File: src/logic/spplc_pkg.sv
// Constants, types and helpers shared by both ends of the serial port pair lane link.
// Assumes one 10 MHz clock, and lane symbols modelled as 3-bit code-group classes.
//
// What this block does
// - Even port runs 4x or 1x; odd only 1x.
// - 4x: even owns lanes; 1x: A even, B odd.
// - In 4x only the even port carries traffic.
// - 4x odd port powered, registers kept, no lanes.
// - Odd port stays powered unless powered down.
// - Odd port down by pin or narrow bit.
// - Dual 1x needs both pins and bits clear.
// - Sample power-down pins once after reset release.
// - Port 0 ignores pin; register write only.
// - Sampled pins held in register, overwritable anytime.
// - After reset send commas on every lane in use.
// - Sync after first comma plus 127 clean.
// - Only sync code groups before both ends synced; the code waits only for its own receive lanes to sync.
// - Synced 4x port sends alignment columns periodically.
// - Aligned after four clean alignment columns.
// - Partial alignment column restarts alignment.
// - Errors or partial rows adjust lane buffering.
// - Independent tx/rx lane reversal, only in 4x.
// - Reversed 4x facing 1x partner falls to lane A.
// - Reconfiguring to 1x cancels lane reversal.
`default_nettype none

package spplc_pkg;

    // =====================================================================
    // Lane symbols
    typedef logic [2:0] spplc_sym_t;
    typedef logic [3:0][2:0] spplc_col_t;
    localparam int LANES = 4;
    localparam spplc_sym_t SYM_IDLE = 3'h0;
    localparam spplc_sym_t SYM_K = 3'h1;
    localparam spplc_sym_t SYM_A = 3'h2;
    localparam spplc_sym_t SYM_DATA = 3'h3;
    localparam spplc_sym_t SYM_ERR = 3'h4;

    // =====================================================================
    // Timing counts
    localparam logic [7:0] SYNC_MORE = 8'h7f;
    localparam logic [7:0] SYNC_DONE = 8'h01 + SYNC_MORE;
    localparam logic [2:0] ALIGN_COLS = 3'h4;
    localparam logic [1:0] A_PERIOD = 2'h3;
    localparam logic [1:0] SAMPLE_DELAY = 2'h2;
    localparam int CLK_PERIOD_NS = 100;
    localparam int FAILDOWN_TIME_NS = 100000;
    localparam logic [9:0] FAILDOWN_CYCLES = 10'(FAILDOWN_TIME_NS / CLK_PERIOD_NS);

    // =====================================================================
    // Register map
    localparam logic [7:0] CFG_OFS = 8'h00;
    localparam logic [7:0] STAT_OFS = 8'h04;
    localparam int CFG_WIDE_MAC_POWERDOWN_BIT = 0;
    localparam int CFG_NARROW_PORT_POWERDOWN_BIT = 1;
    localparam int CFG_MODE4X = 2;
    localparam int CFG_SWAP_TX = 3;
    localparam int CFG_SWAP_RX = 4;
    localparam logic [4:0] CFG_RESET = 5'h04;
    localparam int STAT_EVEN_PWR = 0;
    localparam int STAT_ODD_PWR = 1;
    localparam int STAT_SYNC = 2;
    localparam int STAT_ALIGNED = 6;
    localparam int STAT_FELL = 7;
    localparam int STAT_EVEN_UP = 8;
    localparam int STAT_ODD_UP = 9;

    // =====================================================================
    // Alignment state
    typedef enum logic [1:0] {
        AL_SYNC = 2'b00,
        AL_HUNT = 2'b01,
        AL_DONE = 2'b10
    } spplc_al_t;

    // Next value of a lane sync counter; errors or stray symbols before sync restart it.
    function automatic logic [7:0] sync_step(logic [7:0] cnt, spplc_sym_t s);
        logic [7:0] r;
        r = 8'h00;
        if (s == SYM_ERR) begin
            r = 8'h00;
        end else if (cnt == SYNC_DONE) begin
            r = cnt;
        end else if (s == SYM_K) begin
            r = cnt + 8'h01;
        end
        return r;
    endfunction

    // Reverses lane order when en is high.
    function automatic spplc_col_t lane_swap(spplc_col_t v, logic en);
        spplc_col_t r;
        r = v;
        if (en) begin
            for (int i = 0; i < LANES; i++) begin
                r[i] = v[LANES - 1 - i];
            end
        end
        return r;
    endfunction

    // Marks lanes holding a given symbol.
    function automatic logic [3:0] lanes_with(spplc_col_t v, spplc_sym_t s);
        logic [3:0] r;
        r = 4'h0;
        for (int i = 0; i < LANES; i++) begin
            r[i] = (v[i] == s);
        end
        return r;
    endfunction

endpackage

`default_nettype wire

File: src/logic/spplc_lane_if.sv
// Four serial lanes between the switch port pair and its link partner.
// Assumes both ends run on the same clock; one symbol per lane per cycle.
`timescale 1ns/100ps
`default_nettype none

interface spplc_lane_if;
    import spplc_pkg::*;
    // Symbols sent by the port pair and by the partner, indexed by physical lane A..D.
    spplc_col_t dev_tx;
    spplc_col_t ptn_tx;
    modport dev (output dev_tx, input ptn_tx);
    modport ptn (output ptn_tx, input dev_tx);
endinterface

`default_nettype wire

File: src/logic/spplc_pair.sv
// Lane control for an even/odd serial port pair sharing four lanes.
// Assumes a plain register port, power-down pins from the board, partner on the lane interface.
`timescale 1ns/100ps
`default_nettype none

module spplc_pair
    import spplc_pkg::*;
#(
    parameter logic IS_PORT0 = 1'b0
) (
    // Clock and reset
    input wire logic sys_clk,
    input wire logic rst,
    // Board pins
    input wire logic even_powerdown_pin,
    input wire logic odd_powerdown_pin,
    // Register port
    input wire logic [7:0] addr,
    input wire logic [31:0] wdata,
    input wire logic wr,
    input wire logic rd,
    output logic [31:0] rdata,
    // Status
    output logic even_powered,
    output logic odd_powered,
    output logic even_link_up,
    output logic odd_link_up,
    // Lanes
    spplc_lane_if.dev lif
);

    // =====================================================================
    // Pin synchronisers and one-time sampling
    logic even_pin_q1, even_pin_q2, odd_pin_q1, odd_pin_q2;
    logic [1:0] samp_cnt_r;
    logic sampled_r;

    // Pins are asynchronous to the clock, so two flops before use.
    always_ff @(posedge sys_clk or posedge rst) begin
        if (rst) begin
            even_pin_q1 <= 1'b0;
            even_pin_q2 <= 1'b0;
            odd_pin_q1 <= 1'b0;
            odd_pin_q2 <= 1'b0;
        end else begin
            even_pin_q1 <= even_powerdown_pin;
            even_pin_q2 <= even_pin_q1;
            odd_pin_q1 <= odd_powerdown_pin;
            odd_pin_q2 <= odd_pin_q1;
        end
    end

    // Wait for the synchroniser to fill, then sample exactly once.
    always_ff @(posedge sys_clk or posedge rst) begin
        if (rst) begin
            samp_cnt_r <= 2'h0;
            sampled_r <= 1'b0;
        end else if (!sampled_r) begin
            samp_cnt_r <= samp_cnt_r + 2'h1;
            sampled_r <= (samp_cnt_r == SAMPLE_DELAY);
        end
    end

    // =====================================================================
    // Configuration register
    logic [4:0] cfg_r;
    logic fell_down_r;
    logic mode4x, even_on, odd_on, odd_phy, wide, swap_tx, swap_rx;

    // Pin states land in the register once; any later write overrides them.
    always_ff @(posedge sys_clk or posedge rst) begin
        if (rst) begin
            cfg_r <= CFG_RESET;
        end else if (!sampled_r && samp_cnt_r == SAMPLE_DELAY) begin
            cfg_r[CFG_WIDE_MAC_POWERDOWN_BIT] <= IS_PORT0 ? cfg_r[CFG_WIDE_MAC_POWERDOWN_BIT] : even_pin_q2;
            cfg_r[CFG_NARROW_PORT_POWERDOWN_BIT] <= odd_pin_q2;
        end else if (wr && addr == CFG_OFS) begin
            cfg_r <= wdata[4:0];
        end
    end

    assign mode4x = cfg_r[CFG_MODE4X];
    assign even_on = sampled_r && !cfg_r[CFG_WIDE_MAC_POWERDOWN_BIT];
    assign odd_on = sampled_r && !cfg_r[CFG_NARROW_PORT_POWERDOWN_BIT];
    // The odd port keeps its registers in 4x but never reaches a lane.
    assign odd_phy = odd_on && !mode4x;
    assign wide = even_on && mode4x && !fell_down_r;
    // Reversal only counts while running wide; 1x or fail-down cancels it.
    assign swap_tx = cfg_r[CFG_SWAP_TX] && wide;
    assign swap_rx = cfg_r[CFG_SWAP_RX] && wide;

    // =====================================================================
    // Per-lane synchronisation on physical lanes
    logic [3:0][7:0] sync_cnt_r;
    logic [3:0] lane_live, lane_sync;

    assign lane_live[0] = even_on;
    assign lane_live[1] = wide || odd_phy;
    assign lane_live[2] = wide;
    assign lane_live[3] = wide;

    always_ff @(posedge sys_clk or posedge rst) begin
        if (rst) begin
            sync_cnt_r <= '0;
        end else begin
            for (int i = 0; i < LANES; i++) begin
                sync_cnt_r[i] <= lane_live[i] ? sync_step(sync_cnt_r[i], lif.ptn_tx[i]) : 8'h00;
            end
        end
    end

    always_comb begin
        for (int i = 0; i < LANES; i++) begin
            lane_sync[i] = (sync_cnt_r[i] == SYNC_DONE);
        end
    end

    // =====================================================================
    // Lane deskew and alignment
    spplc_col_t rx_log, prev_r, col;
    logic [3:0] dly_r, col_a, col_err, adj;
    spplc_al_t al_st_r;
    logic [2:0] al_cnt_r;
    logic all_a, some_a, bad_col;

    assign rx_log = lane_swap(lif.ptn_tx, swap_rx);

    // A lane may be held back one column to absorb skew between lanes.
    always_comb begin
        for (int i = 0; i < LANES; i++) begin
            col[i] = dly_r[i] ? prev_r[i] : rx_log[i];
        end
    end

    assign col_a = lanes_with(col, SYM_A);
    assign col_err = lanes_with(col, SYM_ERR);
    assign all_a = (col_a == 4'hf);
    assign some_a = (col_a != 4'h0);
    assign bad_col = (some_a && !all_a) || (col_err != 4'h0);
    // Lanes that were early or errored get their buffering flipped.
    assign adj = (some_a && !all_a) ? (col_a | col_err) : col_err;

    always_ff @(posedge sys_clk or posedge rst) begin
        if (rst) begin
            prev_r <= '0;
            dly_r <= 4'h0;
        end else begin
            prev_r <= rx_log;
            if (al_st_r != AL_SYNC && bad_col) begin
                dly_r <= dly_r ^ adj;
            end
        end
    end

    // Alignment only starts once every lane is in sync.
    always_ff @(posedge sys_clk or posedge rst) begin
        if (rst) begin
            al_st_r <= AL_SYNC;
            al_cnt_r <= 3'h0;
        end else if (!(wide && lane_sync == 4'hf)) begin
            al_st_r <= AL_SYNC;
            al_cnt_r <= 3'h0;
        end else begin
            unique case (al_st_r)
                AL_SYNC: begin
                    al_st_r <= AL_HUNT;
                    al_cnt_r <= 3'h0;
                end
                AL_HUNT: begin
                    if (bad_col) begin
                        al_cnt_r <= 3'h0;
                    end else if (all_a) begin
                        al_cnt_r <= al_cnt_r + 3'h1;
                        if (al_cnt_r + 3'h1 == ALIGN_COLS) begin
                            al_st_r <= AL_DONE;
                        end
                    end
                end
                AL_DONE: begin
                    if (bad_col) begin
                        al_st_r <= AL_HUNT;
                        al_cnt_r <= 3'h0;
                    end
                end
                default: begin
                    al_st_r <= AL_SYNC;
                end
            endcase
        end
    end

    // =====================================================================
    // Fail-down to one lane
    logic [9:0] fd_cnt_r;

    // Lane A in sync while lanes B to D are not all in sync means a single-lane partner.
    always_ff @(posedge sys_clk or posedge rst) begin
        if (rst) begin
            fd_cnt_r <= 10'h000;
            fell_down_r <= 1'b0;
        end else if (!(mode4x && even_on)) begin
            fd_cnt_r <= 10'h000;
            fell_down_r <= 1'b0;
        end else if (!fell_down_r && lif.ptn_tx[0] != SYM_IDLE && lane_sync[0]
                     && lane_sync[3:1] != 3'h7) begin
            fd_cnt_r <= fd_cnt_r + 10'h001;
            if (fd_cnt_r == FAILDOWN_CYCLES - 10'h001) begin
                fell_down_r <= 1'b1;
            end
        end else begin
            fd_cnt_r <= 10'h000;
        end
    end

    // =====================================================================
    // Transmit
    logic [1:0] a_cnt_r;
    spplc_col_t tx_nxt, tx_r;

    always_ff @(posedge sys_clk or posedge rst) begin
        if (rst) begin
            a_cnt_r <= 2'h0;
        end else begin
            a_cnt_r <= a_cnt_r + 2'h1;
        end
    end

    // Commas until synced; in 4x then periodic alignment columns and data once aligned, in 1x data once the lane is synced.
    always_comb begin
        tx_nxt = '0;
        if (wide) begin
            for (int i = 0; i < LANES; i++) begin
                if (lane_sync != 4'hf) begin
                    tx_nxt[i] = SYM_K;
                end else if (a_cnt_r == A_PERIOD) begin
                    tx_nxt[i] = SYM_A;
                end else begin
                    tx_nxt[i] = (al_st_r == AL_DONE) ? SYM_DATA : SYM_K;
                end
            end
        end else begin
            if (even_on) begin
                tx_nxt[0] = lane_sync[0] ? SYM_DATA : SYM_K;
            end
            if (odd_phy) begin
                tx_nxt[1] = lane_sync[1] ? SYM_DATA : SYM_K;
            end
        end
    end

    always_ff @(posedge sys_clk or posedge rst) begin
        if (rst) begin
            tx_r <= '0;
        end else begin
            tx_r <= lane_swap(tx_nxt, swap_tx);
        end
    end

    assign lif.dev_tx = tx_r;

    // =====================================================================
    // Status outputs and register reads
    logic [9:0] stat;

    assign stat = {odd_link_up, even_link_up, fell_down_r, (al_st_r == AL_DONE),
                   lane_sync, odd_on, even_on};

    always_ff @(posedge sys_clk or posedge rst) begin
        if (rst) begin
            even_powered <= 1'b0;
            odd_powered <= 1'b0;
            even_link_up <= 1'b0;
            odd_link_up <= 1'b0;
        end else begin
            even_powered <= even_on;
            odd_powered <= odd_on;
            even_link_up <= wide ? (al_st_r == AL_DONE) : (even_on && lane_sync[0]);
            odd_link_up <= odd_phy && lane_sync[1];
        end
    end

    // Read data stands only in the cycle after the strobe; unmapped reads give zero.
    always_ff @(posedge sys_clk or posedge rst) begin
        if (rst) begin
            rdata <= 32'h0000_0000;
        end else if (rd && addr == CFG_OFS) begin
            rdata <= {27'h0, cfg_r};
        end else if (rd && addr == STAT_OFS) begin
            rdata <= {22'h0, stat};
        end else begin
            rdata <= 32'h0000_0000;
        end
    end

endmodule

`default_nettype wire

File: src/flat_wrapper.sv
// flat-port wrapper written by rule: the top's interface ports become plain ports
module spplc_pair_flat import spplc_pkg::*;
#(
    parameter logic IS_PORT0 = 1'b0
)
  (sys_clk, rst, even_powerdown_pin, odd_powerdown_pin, addr, wdata, wr, rd, rdata, even_powered, odd_powered, even_link_up, odd_link_up, lif_dev_tx, lif_ptn_tx);
  spplc_lane_if lif_i ();
  input wire logic sys_clk;
  input wire logic rst;
  input wire logic even_powerdown_pin;
  input wire logic odd_powerdown_pin;
  input wire logic [7:0] addr;
  input wire logic [31:0] wdata;
  input wire logic wr;
  input wire logic rd;
  output logic [31:0] rdata;
  output logic even_powered;
  output logic odd_powered;
  output logic even_link_up;
  output logic odd_link_up;
  output wire logic [$bits(lif_i.dev_tx)-1:0] lif_dev_tx;
  input wire logic [$bits(lif_i.ptn_tx)-1:0] lif_ptn_tx;
  assign lif_dev_tx = lif_i.dev_tx;
  assign lif_i.ptn_tx = lif_ptn_tx;
  spplc_pair #(.IS_PORT0(IS_PORT0)) u_core (.sys_clk(sys_clk), .rst(rst), .even_powerdown_pin(even_powerdown_pin), .odd_powerdown_pin(odd_powerdown_pin), .addr(addr), .wdata(wdata), .wr(wr), .rd(rd), .rdata(rdata), .even_powered(even_powered), .odd_powered(odd_powered), .even_link_up(even_link_up), .odd_link_up(odd_link_up), .lif(lif_i));
endmodule
File: config.mk
export PLATFORM = sky130hd
export DESIGN_NAME = spplc_pair_flat
export DESIGN_NICKNAME = d
export VERILOG_FILES = /design/src/logic/spplc_pkg.sv /design/src/logic/spplc_lane_if.sv /design/src/logic/spplc_pair.sv /design/src/flat_wrapper.sv
export SDC_FILE = /design/constraint.sdc
export NUM_CORES = 1
export LEC_CHECK = 0
export ABC_AREA = 1
export BUFFER_PORTS_ARGS = -buffer_cell sky130_fd_sc_hd__buf_2
export CAP_MARGIN = 20
export CORE_ASPECT_RATIO = 0.6
export CORE_MARGIN = 10
export CORE_UTILIZATION = 50
export DETAILED_ROUTE_END_ITERATION = 16
export GPL_TIMING_DRIVEN = 0
export HOLD_SLACK_MARGIN = 0.1
export PLACE_DENSITY_LB_ADDON = 0.3
export SYNTH_ARGS = -nofsm -noshare
export SYNTH_HDL_FRONTEND = slang
export SYNTH_SLANG_ARGS = --single-unit
File: constraint.sdc
create_clock -name sys_clk -period 3.36 [get_ports sys_clk]
set_clock_uncertainty 0.15 [all_clocks]
set_input_delay 0.504 -clock sys_clk [delete_from_list [all_inputs] [get_ports sys_clk]]
set_output_delay 0.504 -clock sys_clk [all_outputs]
set_load 0.05 [all_outputs]
# [After elaboration in Yosys (flattened, before gate mapping)]
# Cells that the tools add are included.
[word_totals] reg_bits=126 input_bits=58 out_inout_bits=48 wordCells=177
[op_classes] n_addsub=8 eq_ne=43 mux=54 bitwise_logic=3 n_reduce_logical=38
[ops] operator="two-way mux 8 bit" n=16
[ops] operator="two-way mux 10 bit" n=4
[ops] operator="two-way mux 3 bit" n=12
[ops] operator="adder 8 x 1 -> 8 bit (second input constant)" n=4
[ops] operator="equality test 8 bit (second input constant)" n=4
[ops] operator="equality test 3 bit (second input constant)" n=9
[ops] operator="two-way mux 12 bit" n=2
[ops] operator="inequality test 3 bit (second input constant)" n=7
[ops] operator="two-way mux 2 bit" n=10
[ops] operator="logical AND 1 bit" n=19
[ops] operator="equality test 3 x 1 -> 1 bit (second input constant)" n=4
[ops] operator="equality test 3 x 2 -> 1 bit (second input constant)" n=4
[ops] operator="two-way mux 6 bit" n=2
[ops] operator="adder 10 x 1 -> 10 bit (second input constant)" n=1
[ops] operator="equality test 10 bit (second input constant)" n=1
[ops] operator="one-hot mux 3 bit (3 select lines)" n=1
[ops] operator="equality test 4 bit (second input constant)" n=2
[ops] operator="equality test 8 x 3 -> 1 bit (second input constant)" n=1
[ops] operator="zero test 8 bit" n=1
[ops] operator="nonzero test 4 bit" n=2
[ops] operator="equality test 2 bit (second input constant)" n=3
[ops] operator="zero test 1 bit" n=6
[ops] operator="inequality test 3 x 2 -> 1 bit (second input constant)" n=2
[ops] operator="one-hot mux 2 bit (3 select lines)" n=1
[ops] operator="other kinds (19)" n=28

# [Longest topological paths before layout]
[depth] word_depth=15 ltp_mapped=17 mapped_depth_nobuf=17

# [Worst setup path before layout]
# OpenSTA, ideal clock, no wires.
[synth_timing] path_type="reg2reg" start="register u_core.sync_cnt_r[8] (netlist name)" end="register u_core.al_cnt_r[2]" setup_time_ns=0.116 arrival_ns=1.894 t_required_ns=3.094 slack_ns=1.199 stages_incl_launch_ff=14 cell_sequence="dfrtp_1 > inv_1 > ha_1 > inv_1 > nor4_2 > nand3_1 > nor2_2 > nand3_1 > inv_1 > nand2_1 > nor3_2 > nor2_2 > nand2_1 > nand2_1"
[synth_between] elab_chain_len=5 elab_cells_between_ends=8 classes_between="eq/ne (5); mux (1); reduce/logical (2)"
[synth_rtl] item="from (decl)" line="spplc_pair.sv:94" source="logic [3:0][7:0] sync_cnt_r;"
[synth_rtl] item="from (signal, indexed assignment)" line="spplc_pair.sv:107" source="sync_cnt_r[i] <= lane_live[i] ? sync_step(sync_cnt_r[i], lif.ptn_tx[i]) : 8'h00;"
[synth_rtl] item="equality test 8 bit *" line="spplc_pair.sv:114" source="lane_sync[i] = (sync_cnt_r[i] == SYNC_DONE);"
[synth_rtl] item="equality test 4 bit *" line="spplc_pair.sv:160" source="end else if (!(wide && lane_sync == 4'hf)) begin"
[synth_rtl] item="logical AND 1 bit *" line="spplc_pair.sv:160"
[synth_rtl] item="inequality test 4 x 2 -> 1 bit (no source line) (tied with other cells)"
[synth_rtl] item="AND reduction 3 bit (no source line)"
[synth_rtl] item="to (signal assigned)" line="spplc_pair.sv:173" source="al_cnt_r <= al_cnt_r + 3'h1;"
[synth_rtl] item="to (decl)" line="spplc_pair.sv:123" source="logic [2:0] al_cnt_r;"
# Mark *: on every way between the ends. The rest lies on a longest branch, timed or not.
# A chain may end at the register's enable or synchronous reset.

# [Final worst setup path]
[layout_timing] start="register u_core.sync_cnt_r[16] (netlist name)" end="register u_core.al_cnt_r[0]"
# Same word-level chain as after synthesis.

==> out/metrics.cfg <==
[outcome]
status = finished, final reports clean

[timing]
fin_crit_sh = 0.814
setup_slack_ps = 625
fmax_ghz = 0.366
tightest_slew_ps = 845
rsz0062_at_grt = false
drv_slew = 0
hold_violations = 0
relSlewSlack = 0.432
setup-violations-final = 0
finalCriticalPeriod_ps = 2740

[die]
initial_core_util = 0.510
die_w_um = 153
fp.coreArea_um2 = 10500
die_area_um2 = 15400
io_pins = 106
die_height_um = 100
rows = 29

[worst_setup_path]
critical_path_class = reg -> reg
slowest_delay_ps = 480
critical_path_arrival_ps = 2860
crit_family = simple AND/OR/NAND/NOR gates
cp-end-kind = flop
reg2reg_depth = 12
critPathMaxFanout = 5
slowest_stage = nor4_1
worstPathCellList = inv_1, ha_1, nand3_1, nor4_1, nand3_1, nor2_2, nand3_1, nor2_1, nand4_1, nand3_2, nand2_1, nand2_1
r2r-start = u_core.sync_cnt_r[16]
r2r_end = u_core.al_cnt_r[0]
crit_required_ps = 3490
path_common_cell = nand3_1
startpoint_type = flop
r2r_setup_slack_ps = 620
crit_buf_inv = 1

[synthesis]
netlist_area_um2 = 5350
yosys_warnings = 0
ys_seq_area_frac = 0.468
synth_area_per_cell_um2 = 8.34
synth.area.top_cells = dfrtp_1 46%, nand2_1 8.5%, inv_1 6.6%, nor2_1 4.5%, nand3_1 4.3%
synth_cell_types = 42
syn_inst = 641
synth_top_area_share = 0.463
synth-seq-cells = 100
synth_top_cell_by_area = dfrtp_1

[pwr]
power_density_nw_per_um2 = 445
power.total_w = 0.00276
leakagePower_nw = 3.16
max-vdd-ir-drop_mv = 0.256

[cells_and_area]
layout-drive-gt1-share = 0.212
area_growth_pct = 16.2
final_area_um2 = 6210
layout.nets = 802
diodes = 0

[detailed_routing]
wl_met3_um = 674
wl_met2_um = 5660
drc = 0
drtPass1Iterations = 5
drt-initial-drc-count = 240
avgRoutedWirePerCell_um = 13.8
highest_layer = met4
routed_via_density = 4.95
route.vias.total = 4333
wl_met1_um = 5610
routed_wl_um = 12100
final_antenna_net_count = 0

[grt]
grt_pass1_vias = 4363
antenna_found_initial = 0
grt_max_degree = 66
grt_overflow = 0
grt_use_total = 0.160
grt_pass1_wl_um = 20400

[run]
maxCapViolations = 0

[hold_path]
hp-start = odd_powerdown_pin
whs_path_depth = 1
min_to = u_core.odd_pin_q1
min-delay-path-class = in -> reg

[clock_tree]
cts.repair.resized = 0
cts-root-buf = clkbuf_16
clkTransAtPathRegs_ps = 70
htree_levels = 3
cts.sink_count = 100
cts_made_buffers = 9
clkLatencyLatePin_ps = 340
cts_buffer_depth = 2
cts_tree = done

[placement]
place_ws_ps = 646
dp_hpwl_um = 9510
placed_cell_area_um2 = 5900
gp_congestion = 0.888
port_buffers = 52

==> final cells by class <==
type | instances | area, um2
Timing Repair Buffer | 54 | 298
Multi-Input combinational cell | 437 | 2330
Clock inverter | 3 | 18.8
Inverter | 98 | 370
Fill cell | 928 | 4270
Clock buffer | 13 | 280
Sequential cell | 100 | 2500
Tap cell | 139 | 174
Buffer | 31 | 234
==> Yosys cell counts <==
library cell  number
nand2_1          121
dfrtp_1           99
inv_1             94
nor2_1            64
nand3_1           46
buf_4             28
nor3_1            22
o21ai_0           22
a21oi_1           17
nand2_2           17
ha_1              13
xor2_1            12
nand3_2           11
nor4_1             8
or2_2              8
nand4_1            6
nor2_2             6
nor3b_1            6
a22oi_1            4
o22ai_1            4
xnor2_1            4
a31oi_1            3
inv_2              3
nand3b_1           3
and2_1             2
nand2_4            2
a21boi_0           1
a22oi_4            1
a311oi_1           1
and3_1             1
buf_6              1
clkbuf_2           1
clkbuf_4           1
clkinv_1           1
conb_1             1
dfstp_2            1
nand3_4            1
nand4_4            1
nor2_4             1
nor2_8             1
nor3_2             1
nor4_2             1
==> worst max-delay path by stage <==
stage                          to  cells after the start  slack, ps             startpoint
2_1_floorplan   u_core.a_cnt_r[0]                      1         90                    rst
3_3_place_gp   u_core.al_cnt_r[2]                      2      -1000                    rst
3_5_place_dp   u_core.al_cnt_r[2]                     12        650   u_core.sync_cnt_r[8]
4_1_cts        u_core.al_cnt_r[0]                     12        620   u_core.sync_cnt_r[8]
5_1_grt        u_core.al_cnt_r[0]                     13        310  u_core.sync_cnt_r[16]
6_report       u_core.al_cnt_r[0]                     12        620  u_core.sync_cnt_r[16]
==> worst register-to-register path: cells and delay by family, from the launching register on <==
kind,cells,cell delay (ps)
and+or+nand+nor,10,1820
DFF,1,420
buffers and inverters,1,120
adders and majority gates,1,160
==> flip-flops by register name, summed over array words and instances (netlist names), 2 cells and up <==
signal and count:
u_core.samp_cnt_r 2, u_core.prev_r 12, u_core.al_st_r 2, u_core.cfg_r 5, u_core.fd_cnt_r 10, u_core.dly_r 4, u_core.lif.dev_tx 8, u_core.a_cnt_r 2
u_core.al_cnt_r 3, u_core.sync_cnt_r 32, u_core.rdata 10
==> metrics by stage <==
stage / TNS (ps) / util / cells / hold WS, ps
6_report: 0 / 0.593 / 875 / 116
5_1_grt: 0 / 0.593 / 875 / 106
4_1_cts: 0 / 0.593 / 875 / 112
3_5_place_dp: 0 / 0.563 / 858 / 185
3_3_place_gp: -98150 / 0.560 / 857 / 185
2_1_floorplan: 0 / - / 666 / 181
==> kinds of logic (layout without fill, tap and decap cells) <==
| logic type | Yosys count | in the layout | synth area share |
|---|---|---|---|
| xor+xnor | 16 | 16 | 0.0262 |
| buf+inv | 129 | 199 | 0.113 |
| flops | 100 | 100 | 0.468 |
| compound gates | 53 | 53 | 0.0573 |
| simple gates | 329 | 329 | 0.304 |
| fa+ha+maj | 13 | 13 | 0.0304 |
| other cells | 1 | 26 | 0.000701 |
==> repair_timing <==
item	4_1_cts	5_1_grt
buffers inserted	0	0
hold buffers	1	0
endpoints found under the hold margin	35	0
==> cell usage in the layout (no fill, tap or decap), drive strengths merged, types with 15 or more instances in the layout <==
cell type	count
a21oi	17
buf	82
clkbuf	15
conb	26
dfrtp	99
inv	97
nand2	140
nand3	58
nor2	72
nor3	23
o21ai	22
==> report_power, final <==
group	leakage (nW)	internal, W	switching, W
clock network	0.152	0.000582	0.000431
registers	1.31	0.00125	0.0000203
logic	1.70	0.000142	0.000341
total	3.16	0.00197	0.000792
==> per-layer routing <==
layer | vias to the layer above | track usage
met5 | - | 0
met4 | 0 | 0.0499
met3 | 13 | 0.0414
met2 | 114 | 0.264
met1 | 2036 | 0.203
li1 | 2170 | -
Note: power is estimated with default switching activity, not from simulation.
